$ cat config.mk
export PLATFORM = sky130hd
export DESIGN_NAME = pcm_master
export DESIGN_NICKNAME = d
export VERILOG_FILES = /design/src/hw/pcm_master.v /design/src/hw/pcm_fifo.v
export VERILOG_INCLUDE_DIRS = /design/src /design/src/shared
export SDC_FILE = /design/constraint.sdc
export NUM_CORES = 1
export LEC_CHECK = 0
export BUFFER_PORTS_ARGS = -buffer_cell sky130_fd_sc_hd__buf_2
export CAP_MARGIN = 40
export CORE_MARGIN = 2
export CORE_UTILIZATION = 57
export DETAILED_ROUTE_END_ITERATION = 12
export MAX_ROUTING_LAYER = met4
export PLACE_DENSITY_LB_ADDON = 0.08
export SETUP_SLACK_MARGIN = 0.15
export SLEW_MARGIN = 20
export SYNTH_ARGS = -nofsm -noshare
export SYNTH_HDL_FRONTEND = slang
export SYNTH_HIERARCHICAL = 1
export SYNTH_SLANG_ARGS = --single-unit
export TNS_END_PERCENT = 1
$ cat constraint.sdc
create_clock -name i_clock -period 3.7 [get_ports i_clock]
set_input_delay 0.37 -clock i_clock [delete_from_list [all_inputs] [get_ports i_clock]]
set_output_delay 0.37 -clock i_clock [all_outputs]
set_load 0.05 [all_outputs]
$ cat src/shared/pcm_map.vh
// constants of the pcm digital audio master: offsets, fields, reset values, timing
// assumes a 50 MHz system clock and a 16-bit plain register port
`ifndef PCM_MAP_VH
`define PCM_MAP_VH

// system clock
`define PCM_CLK_HZ 50000000
`define PCM_CLK_MHZ 50

// bit clock rates in hertz
`define PCM_RATE_256K 256000
`define PCM_RATE_512K 512000
`define PCM_RATE_102K 102000
`define PCM_RATE_2048K 2048000
`define PCM_RATE_1M 1000000

// rate select codes
`define PCM_SEL_256K 3'h0
`define PCM_SEL_512K 3'h1
`define PCM_SEL_102K 3'h2
`define PCM_SEL_2048K 3'h3
`define PCM_SEL_1M 3'h4

// frame timing in nanoseconds
`define PCM_FRAME_NS 125000
`define PCM_SYNC_HIGH_NS 1000
`define PCM_SYNC_CLK_NS 651
`define PCM_BITCLK_PERIOD_NS 1302

// word format
`define PCM_WORD_BITS 16
`define PCM_LONG_SYNC_BITS 16

// transmit buffer
`define PCM_FIFO_WIDTH 16
`define PCM_FIFO_DEPTH 8

// register offsets
`define PCM_REG_CTRL 8'h00
`define PCM_REG_STATUS 8'h04
`define PCM_REG_RXWORD 8'h08
`define PCM_REG_LEVEL 8'h0C

// control fields
`define PCM_CTRL_EN 0
`define PCM_CTRL_LONG 1
`define PCM_CTRL_ZPAD 2
`define PCM_CTRL_RATE_LO 3
`define PCM_CTRL_RATE_HI 5
`define PCM_CTRL_RESET 16'h0021

// status fields
`define PCM_STAT_EMPTY 0
`define PCM_STAT_FULL 1
`define PCM_STAT_UNDERRUN 2
`define PCM_STAT_RXNEW 3

`endif

$ cat src/hw/pcm_master.v
// pcm digital audio master: bit clock, frame sync, 16-bit full duplex shifting
// assumes a 50 MHz system clock, a plain register port and an external codec as slave
//
// The implementer's own choices: the plain strobed port and the address map.
`timescale 1ns/1ps
`default_nettype none
`include "pcm_map.vh"

module pcm_master (
	// clock and reset
	input wire i_clock,
	input wire i_rst_n,
	// register port
	input wire [7:0] i_reg_addr,
	input wire [15:0] i_reg_wdata,
	input wire i_reg_wr,
	input wire i_reg_rd,
	output reg [15:0] o_reg_rdata,
	// transmit words in
	input wire i_tx_valid,
	input wire [15:0] i_tx_data,
	output wire o_tx_ready,
	// received words out
	output reg o_rx_valid,
	output reg [15:0] o_rx_data,
	// codec pins
	output reg o_pcm_clk,
	output reg o_pcm_sync,
	output reg o_pcm_out,
	output reg o_pcm_out_oe,
	input wire i_pcm_in
);

	// counts worked out at full integer width, then cut to the counter widths
	localparam integer FRAME_I = (`PCM_FRAME_NS * `PCM_CLK_MHZ) / 1000;
	localparam integer SYNC_I = (`PCM_SYNC_HIGH_NS * `PCM_CLK_MHZ) / 1000;
	localparam integer H256_I = `PCM_CLK_HZ / (2 * `PCM_RATE_256K);
	localparam integer H512_I = `PCM_CLK_HZ / (2 * `PCM_RATE_512K);
	localparam integer H102_I = `PCM_CLK_HZ / (2 * `PCM_RATE_102K);
	localparam integer H2048_I = `PCM_CLK_HZ / (2 * `PCM_RATE_2048K);
	localparam integer H1M_I = `PCM_CLK_HZ / (2 * `PCM_RATE_1M);
	localparam integer BITS_I = `PCM_WORD_BITS;
	localparam [12:0] FRAME_CYC = FRAME_I[12:0];
	localparam [12:0] SYNC_CYC = SYNC_I[12:0];
	localparam [8:0] HALF_256K = H256_I[8:0];
	localparam [8:0] HALF_512K = H512_I[8:0];
	localparam [8:0] HALF_102K = H102_I[8:0];
	localparam [8:0] HALF_2048K = H2048_I[8:0];
	localparam [8:0] HALF_1M = H1M_I[8:0];
	localparam [4:0] WORD_BITS = BITS_I[4:0];
	localparam [4:0] LAST_BIT = WORD_BITS - 5'h01;

	// register state
	reg [15:0] ctrl_ff;
	reg underrun_ff;
	reg rxnew_ff;
	reg [15:0] rxword_ff;
	// frame and bit clock state
	reg [12:0] frame_cnt_ff;
	reg [8:0] half_ff;
	reg [8:0] half_cnt_ff;
	reg long_ff;
	reg zpad_ff;
	reg rise_ff;
	reg rise_d1_ff;
	reg rise_d2_ff;
	// shifters
	reg [15:0] tx_sh_ff;
	reg [4:0] tx_cnt_ff;
	reg [15:0] rx_sh_ff;
	reg [4:0] rx_cnt_ff;
	// input synchroniser
	reg din_s1_ff;
	reg din_s2_ff;
	// combinational
	reg [8:0] nxt_half;
	wire enable;
	wire frame_start;
	wire half_tick;
	wire fall_evt;
	wire [13:0] long_cyc;
	wire sync_level;
	wire fifo_valid;
	wire [15:0] fifo_data;
	wire [3:0] fifo_level;
	wire fifo_full;
	wire pop;
	wire rx_done;
	wire clr_underrun;
	wire clr_rxnew;

	assign enable = ctrl_ff[`PCM_CTRL_EN];
	assign frame_start = enable & (frame_cnt_ff == 13'h0000);
	assign half_tick = enable & ~frame_start & (half_cnt_ff == 9'h000);
	assign fall_evt = half_tick & o_pcm_clk;
	assign pop = frame_start;
	assign fifo_full = (fifo_level == 4'h8);
	assign rx_done = rise_d2_ff & (rx_cnt_ff == LAST_BIT);
	assign clr_underrun = i_reg_wr & (i_reg_addr == `PCM_REG_STATUS) & i_reg_wdata[`PCM_STAT_UNDERRUN];
	assign clr_rxnew = i_reg_wr & (i_reg_addr == `PCM_REG_STATUS) & i_reg_wdata[`PCM_STAT_RXNEW];

	// transmit word buffer, drained once per frame
	pcm_fifo #(
		.WIDTH(`PCM_FIFO_WIDTH),
		.DEPTH(`PCM_FIFO_DEPTH),
		.AW(3)
	) u_tx_fifo (
		.i_clock(i_clock),
		.i_rst_n(i_rst_n),
		.i_wr_valid(i_tx_valid),
		.i_wr_data(i_tx_data),
		.o_wr_ready(o_tx_ready),
		.o_rd_valid(fifo_valid),
		.o_rd_data(fifo_data),
		.i_rd_ready(pop),
		.o_level(fifo_level)
	);

	// half bit period for the selected rate
	always @* begin
		case (ctrl_ff[`PCM_CTRL_RATE_HI:`PCM_CTRL_RATE_LO])
			`PCM_SEL_256K: nxt_half = HALF_256K;
			`PCM_SEL_512K: nxt_half = HALF_512K;
			`PCM_SEL_102K: nxt_half = HALF_102K;
			`PCM_SEL_2048K: nxt_half = HALF_2048K;
			`PCM_SEL_1M: nxt_half = HALF_1M;
			default: nxt_half = HALF_1M;
		endcase
	end

	// control, status and received-word registers
	always @(posedge i_clock or negedge i_rst_n) begin
		if (!i_rst_n) begin
			ctrl_ff <= `PCM_CTRL_RESET;
			underrun_ff <= 1'b0;
			rxnew_ff <= 1'b0;
			rxword_ff <= 16'h0000;
		end else begin
			if (i_reg_wr && (i_reg_addr == `PCM_REG_CTRL))
				ctrl_ff <= {10'h000, i_reg_wdata[5:0]};
			// a new event beats a clear in the same cycle
			if (pop && !fifo_valid)
				underrun_ff <= 1'b1;
			else if (clr_underrun)
				underrun_ff <= 1'b0;
			if (rx_done)
				rxnew_ff <= 1'b1;
			else if (clr_rxnew)
				rxnew_ff <= 1'b0;
			if (rx_done)
				rxword_ff <= {rx_sh_ff[14:0], din_s2_ff};
		end
	end

	// read data stands for the one cycle after the strobe
	always @(posedge i_clock or negedge i_rst_n) begin
		if (!i_rst_n) begin
			o_reg_rdata <= 16'h0000;
		end else if (i_reg_rd) begin
			case (i_reg_addr)
				`PCM_REG_CTRL: o_reg_rdata <= ctrl_ff;
				`PCM_REG_STATUS: o_reg_rdata <= {12'h000, rxnew_ff, underrun_ff, fifo_full, ~fifo_valid};
				`PCM_REG_RXWORD: o_reg_rdata <= rxword_ff;
				`PCM_REG_LEVEL: o_reg_rdata <= {12'h000, fifo_level};
				default: o_reg_rdata <= 16'h0000;
			endcase
		end else begin
			o_reg_rdata <= 16'h0000;
		end
	end

	// frame counter: one frame every 125 us, 8 kHz
	always @(posedge i_clock or negedge i_rst_n) begin
		if (!i_rst_n) begin
			frame_cnt_ff <= 13'h0000;
		end else if (!enable) begin
			frame_cnt_ff <= 13'h0000;
		end else if (frame_cnt_ff == FRAME_CYC - 13'h0001) begin
			frame_cnt_ff <= 13'h0000;
		end else begin
			frame_cnt_ff <= frame_cnt_ff + 13'h0001;
		end
	end

	// rate, sync format and padding are taken at frame start only
	always @(posedge i_clock or negedge i_rst_n) begin
		if (!i_rst_n) begin
			half_ff <= HALF_1M;
			long_ff <= 1'b0;
			zpad_ff <= 1'b0;
		end else if (frame_start) begin
			half_ff <= nxt_half;
			long_ff <= ctrl_ff[`PCM_CTRL_LONG];
			zpad_ff <= ctrl_ff[`PCM_CTRL_ZPAD];
		end
	end

	// long sync covers sixteen bit periods
	assign long_cyc = {half_ff, 5'h00};
	assign sync_level = long_ff ? ({1'b0, frame_cnt_ff} < long_cyc) : (frame_cnt_ff < SYNC_CYC);

	// frame sync output
	always @(posedge i_clock or negedge i_rst_n) begin
		if (!i_rst_n) begin
			o_pcm_sync <= 1'b0;
		end else if (!enable) begin
			o_pcm_sync <= 1'b0;
		end else if (frame_start) begin
			o_pcm_sync <= 1'b1;
		end else begin
			o_pcm_sync <= sync_level;
		end
	end

	// bit clock divider; phase restarts low with the sync rise so the first
	// rising edge comes half a bit period after the sync edge
	always @(posedge i_clock or negedge i_rst_n) begin
		if (!i_rst_n) begin
			o_pcm_clk <= 1'b0;
			half_cnt_ff <= HALF_1M - 9'h001;
			rise_ff <= 1'b0;
		end else if (!enable) begin
			o_pcm_clk <= 1'b0;
			half_cnt_ff <= HALF_1M - 9'h001;
			rise_ff <= 1'b0;
		end else if (frame_start) begin
			o_pcm_clk <= 1'b0;
			half_cnt_ff <= nxt_half - 9'h001;
			rise_ff <= 1'b0;
		end else if (half_tick) begin
			o_pcm_clk <= ~o_pcm_clk;
			half_cnt_ff <= half_ff - 9'h001;
			rise_ff <= ~o_pcm_clk;
		end else begin
			half_cnt_ff <= half_cnt_ff - 9'h001;
			rise_ff <= 1'b0;
		end
	end

	// transmit shifter: msb driven with the sync rise, later bits change on falling edges
	always @(posedge i_clock or negedge i_rst_n) begin
		if (!i_rst_n) begin
			tx_sh_ff <= 16'h0000;
			tx_cnt_ff <= 5'h00;
			o_pcm_out <= 1'b0;
			o_pcm_out_oe <= 1'b0;
		end else if (!enable) begin
			tx_cnt_ff <= WORD_BITS;
			o_pcm_out <= 1'b0;
			o_pcm_out_oe <= 1'b0;
		end else if (frame_start) begin
			tx_sh_ff <= fifo_valid ? fifo_data : 16'h0000;
			o_pcm_out <= fifo_valid ? fifo_data[15] : 1'b0;
			o_pcm_out_oe <= 1'b1;
			tx_cnt_ff <= 5'h00;
		end else if (fall_evt && tx_cnt_ff != WORD_BITS) begin
			tx_cnt_ff <= tx_cnt_ff + 5'h01;
			if (tx_cnt_ff == LAST_BIT) begin
				o_pcm_out <= 1'b0;
				o_pcm_out_oe <= zpad_ff;
			end else begin
				tx_sh_ff <= {tx_sh_ff[14:0], 1'b0};
				o_pcm_out <= tx_sh_ff[14];
			end
		end
	end

	// two-flop synchroniser for the codec data pin
	always @(posedge i_clock or negedge i_rst_n) begin
		if (!i_rst_n) begin
			din_s1_ff <= 1'b0;
			din_s2_ff <= 1'b0;
		end else begin
			din_s1_ff <= i_pcm_in;
			din_s2_ff <= din_s1_ff;
		end
	end

	// rising-edge strobe delayed to match the synchroniser
	always @(posedge i_clock or negedge i_rst_n) begin
		if (!i_rst_n) begin
			rise_d1_ff <= 1'b0;
			rise_d2_ff <= 1'b0;
		end else begin
			rise_d1_ff <= rise_ff;
			rise_d2_ff <= rise_d1_ff;
		end
	end

	// receive shifter: samples taken at bit clock rising edges
	always @(posedge i_clock or negedge i_rst_n) begin
		if (!i_rst_n) begin
			rx_sh_ff <= 16'h0000;
			rx_cnt_ff <= 5'h00;
		end else if (frame_start) begin
			rx_cnt_ff <= 5'h00;
		end else if (rise_d2_ff && rx_cnt_ff != WORD_BITS) begin
			rx_sh_ff <= {rx_sh_ff[14:0], din_s2_ff};
			rx_cnt_ff <= rx_cnt_ff + 5'h01;
		end
	end

	// received word handed out as a one-cycle pulse
	always @(posedge i_clock or negedge i_rst_n) begin
		if (!i_rst_n) begin
			o_rx_valid <= 1'b0;
			o_rx_data <= 16'h0000;
		end else begin
			o_rx_valid <= rx_done;
			if (rx_done)
				o_rx_data <= {rx_sh_ff[14:0], din_s2_ff};
		end
	end

endmodule

`default_nettype wire

$ cat src/hw/pcm_fifo.v
// word fifo with valid/ready on both sides, flip-flop storage
// assumes one clock and an active-low asynchronous reset
`timescale 1ns/1ps
`default_nettype none

module pcm_fifo #(
	parameter WIDTH = 16,
	parameter DEPTH = 8,
	parameter AW = 3
) (
	// clock and reset
	input wire i_clock,
	input wire i_rst_n,
	// fill side
	input wire i_wr_valid,
	input wire [WIDTH-1:0] i_wr_data,
	output wire o_wr_ready,
	// drain side
	output wire o_rd_valid,
	output wire [WIDTH-1:0] o_rd_data,
	input wire i_rd_ready,
	// fill level
	output wire [AW:0] o_level
);

	localparam [AW:0] FULL_CNT = DEPTH[AW:0];

	reg [WIDTH-1:0] mem_ff [0:DEPTH-1];
	reg [AW-1:0] wr_ptr_ff;
	reg [AW-1:0] rd_ptr_ff;
	reg [AW:0] count_ff;
	reg ready_ff;
	reg empty_ff;
	wire do_wr;
	wire do_rd;
	reg [AW:0] nxt_count;

	assign do_wr = i_wr_valid & ready_ff;
	assign do_rd = i_rd_ready & ~empty_ff;
	assign o_wr_ready = ready_ff; // straight from a flop, no gate behind it
	assign o_rd_valid = ~empty_ff;
	assign o_rd_data = mem_ff[rd_ptr_ff];
	assign o_level = count_ff;

	// next fill count
	always @* begin
		nxt_count = count_ff;
		if (do_wr & ~do_rd)
			nxt_count = count_ff + {{AW{1'b0}}, 1'b1};
		else if (do_rd & ~do_wr)
			nxt_count = count_ff - {{AW{1'b0}}, 1'b1};
	end

	// pointers and flags
	always @(posedge i_clock or negedge i_rst_n) begin
		if (!i_rst_n) begin
			wr_ptr_ff <= {AW{1'b0}};
			rd_ptr_ff <= {AW{1'b0}};
			count_ff <= {(AW+1){1'b0}};
			ready_ff <= 1'b1;
			empty_ff <= 1'b1;
		end else begin
			if (do_wr)
				wr_ptr_ff <= wr_ptr_ff + {{(AW-1){1'b0}}, 1'b1};
			if (do_rd)
				rd_ptr_ff <= rd_ptr_ff + {{(AW-1){1'b0}}, 1'b1};
			count_ff <= nxt_count;
			ready_ff <= (nxt_count != FULL_CNT);
			empty_ff <= (nxt_count == {(AW+1){1'b0}});
		end
	end

	// storage, no reset needed
	always @(posedge i_clock) begin
		if (do_wr)
			mem_ff[wr_ptr_ff] <= i_wr_data;
	end

endmodule

`default_nettype wire

==> flow_metrics.env <==
export IMPL_status="finished clean"
export IMPL_critPathKind="reg -> reg"
export IMPL_min_period_ps=3240
export IMPL_cts_root_buf="clkbuf_16"
export IMPL_grt_pass1_wl_mm=33.5
export IMPL_layout_common_cells="128 x edfxtp_1, 124 x dfrtp_1, 73 x buf_2, 52 x mux2_2, 43 x nor2_1"
export IMPL_drive_above_1_share=0.264
export IMPL_synth_cell_types=66
export IMPL_grtUsageTotal=0.213
export IMPL_antenna_cells=0
export IMPL_wl_per_cell_um=18.3
export IMPL_htreeDepth=1
export IMPL_initial_core_util=0.578
export IMPL_holdWs_ps=71.8
export IMPL_num_rows=51
export IMPL_tightest_slew_ps=847
export IMPL_regArea_sq_um=7180
export IMPL_leakagePower_nw=5.34
export IMPL_area_growth_pct=15.1
export IMPL_via_per_inst=5.71
export IMPL_grt_pass1_vias=6411
export IMPL_max_cap_violations=0
export IMPL_drt_iter0_markers=357
export IMPL_clk_pin_slew_ps=60
export IMPL_ys_seq_area_frac=0.641
export IMPL_synth_warnings=6
export IMPL_ios=84
export IMPL_finalWirelength_mm=20.8
export IMPL_synth_edff_count=128
export IMPL_ys_ff_latch=261
export IMPL_slew_headroom=0.428
export IMPL_final_common_cell="edfxtp_1"
export IMPL_nNetsFinal=914
export IMPL_drc=0
export IMPL_cts_setup_buffers=0
export IMPL_critPathCaptureType="register"
export IMPL_post_dp_hpwl_mm=13.5
export IMPL_die_y_um=144
export IMPL_synth_area_sq_um=11200
export IMPL_ant_nets=0
export IMPL_vias=6471
export IMPL_fp_coreArea_sq_um=19400
export IMPL_grt_overflow=0
export IMPL_cts_tree="built"
export IMPL_max_clock_freq_ghz=0.309
export IMPL_clock_latency_ps=540
export IMPL_min_period_over_period=0.875
export IMPL_grt_max_degree=73
export IMPL_drv_slew=0
export IMPL_netlist_instances=753
export IMPL_p_per_area_nw_per_um2=592
export IMPL_firstDrtPassIters=5
export IMPL_cts_sinks=261
export IMPL_required_ps=4120
export IMPL_cp_start_kind="register"
export IMPL_vdd_drop_max_mv=0.470
export IMPL_setup_ws_ps=461
export IMPL_dieArea_sq_um=20800
export IMPL_antenna_found_initial=0
export IMPL_critPathArrivalTime_ps=3660
export IMPL_fin_setup_tns_ps=0
export IMPL_synthFlopType="edfxtp_1"
export IMPL_cts_path_max_buffers=3
export IMPL_total_power_w=0.00763
export IMPL_setup_viol=0
export IMPL_die_x_um=144
export IMPL_worstPathMaxFanout=8
export IMPL_fillers=1391
export IMPL_final_hold_violation_count=0
export IMPL_async_flop_share=0.510
export IMPL_io_buffers=73
export IMPL_cts_buffers_inserted=28
export IMPL_hold_path_class="in -> reg"
export IMPL_avgSynthCellArea_sq_um=14.9
export IMPL_synthesis_nets=819
export IMPL_rsz0062_at_grt="false"
export IMPL_multi_input_area_sq_um=3780
export IMPL_clock_skew_ps=18.0
export IMPL_gp_congestion=0.817
export IMPL_dp_slack_ps=357
[per-stage QoR]
stage	cell area (sq um)	util	instances
5_1_grt	12900	0.665	1133
6_report	12900	0.665	1133
3_3_place_gp	11900	0.613	1074
3_5_place_dp	12000	0.617	1080
4_1_cts	12900	0.663	1132
2_1_floorplan	11200	-	753
[per-layer routing]
| layer | track usage | vias to the layer above | wire, um |
|---|---|---|---|
| met5 | - | - | 0 |
| met4 | 0.0475 | 0 | 321 |
| met3 | 0.0315 | 29 | 754 |
| met2 | 0.357 | 128 | 10600 |
| met1 | 0.282 | 3305 | 9120 |
| li1 | - | 3009 | - |
[flip-flops by register name, summed over array words and instances (netlist names), 7 cells and up]
name / cells
frame_cnt_ff: 13
half_cnt_ff: 9
half_ff: 7
o_reg_rdata: 16
o_rx_data: 16
rx_sh_ff: 15
tx_sh_ff: 15
u_tx_fifo/mem_ff: 128
[repair_timing]
action	4_1_cts	5_1_grt
hold buffers	2	0
gates resized for setup	0	2
hold endpoints to repair	24	0
setup endpoints to repair	0	2
[synth_stat cells, types with 14 or more instances]
library cell / n / area [sq um]
mux4_1: 25 / 657
a21oi_1: 14 / 70.1
dfrtp_1: 124 / 3100
nand3_1: 26 / 130
clkbuf_1: 16 / 60.1
inv_1: 27 / 101
edfxtp_1: 128 / 3840
ha_1: 20 / 250
nor2_1: 44 / 165
mux2_2: 52 / 586
o21ai_0: 32 / 160
mux2i_1: 19 / 190
nand2_1: 41 / 154
xor2_1: 14 / 123
and2_1: 15 / 93.8
[final cells by class]
type / count / share of cell area
Timing Repair Buffer: 99 / 0.0483
Tap cell: 265 / 0.0257
Sequential cell: 261 / 0.557
Clock inverter: 13 / 0.00738
Clock buffer: 37 / 0.0601
Multi-Input combinational cell: 431 / 0.293
Inverter: 27 / 0.00786
[power by group]
part,internal (W),switching (W)
logic,0.000658,0.000714
registers,0.00344,0.000229
clock network,0.00153,0.00106
total,0.00563,0.00200
[final timing paths]
path                                       from             end  slack [ps]  cells past startpoint
min in group asynchronous               i_rst_n    tx_cnt_ff[1]         260                      2
worst max-delay path            frame_cnt_ff[1]  half_cnt_ff[8]         460                     12
worst max register to register  frame_cnt_ff[1]  half_cnt_ff[8]         460                     12
worst min-delay path             i_reg_wdata[5]      ctrl_ff[5]          70                      3
worst min register to register          rise_ff      rise_d1_ff         350                      0
max in group asynchronous               i_rst_n  half_cnt_ff[4]        2490                      4
[kinds of logic (layout without fill, tap and decap cells)]
logic type,Yosys count,in the layout,synth area share
xor gates and xnor gates,26,26,0.0203
adders and majority gates,20,20,0.0223
and+or+nand+nor,201,201,0.0949
muxes,106,106,0.148
buffers and inverters,61,176,0.0279
DFF,261,261,0.641
AOI/OAI and AO/OA,78,78,0.0454
[worst max-delay path, cell delays in order, from the launching register on]
cell and delay, ps:
dfrtp_1 440, inv_1 120, ha_1 160, or4b_1 520, o41a_4 440, a311oi_2 290
or2_2 170, ha_1 170, inv_1 50, a221oi_2 220, and4b_2 300, a21oi_1 70
o21a_1 190
(Power assumes the default switching activity.)
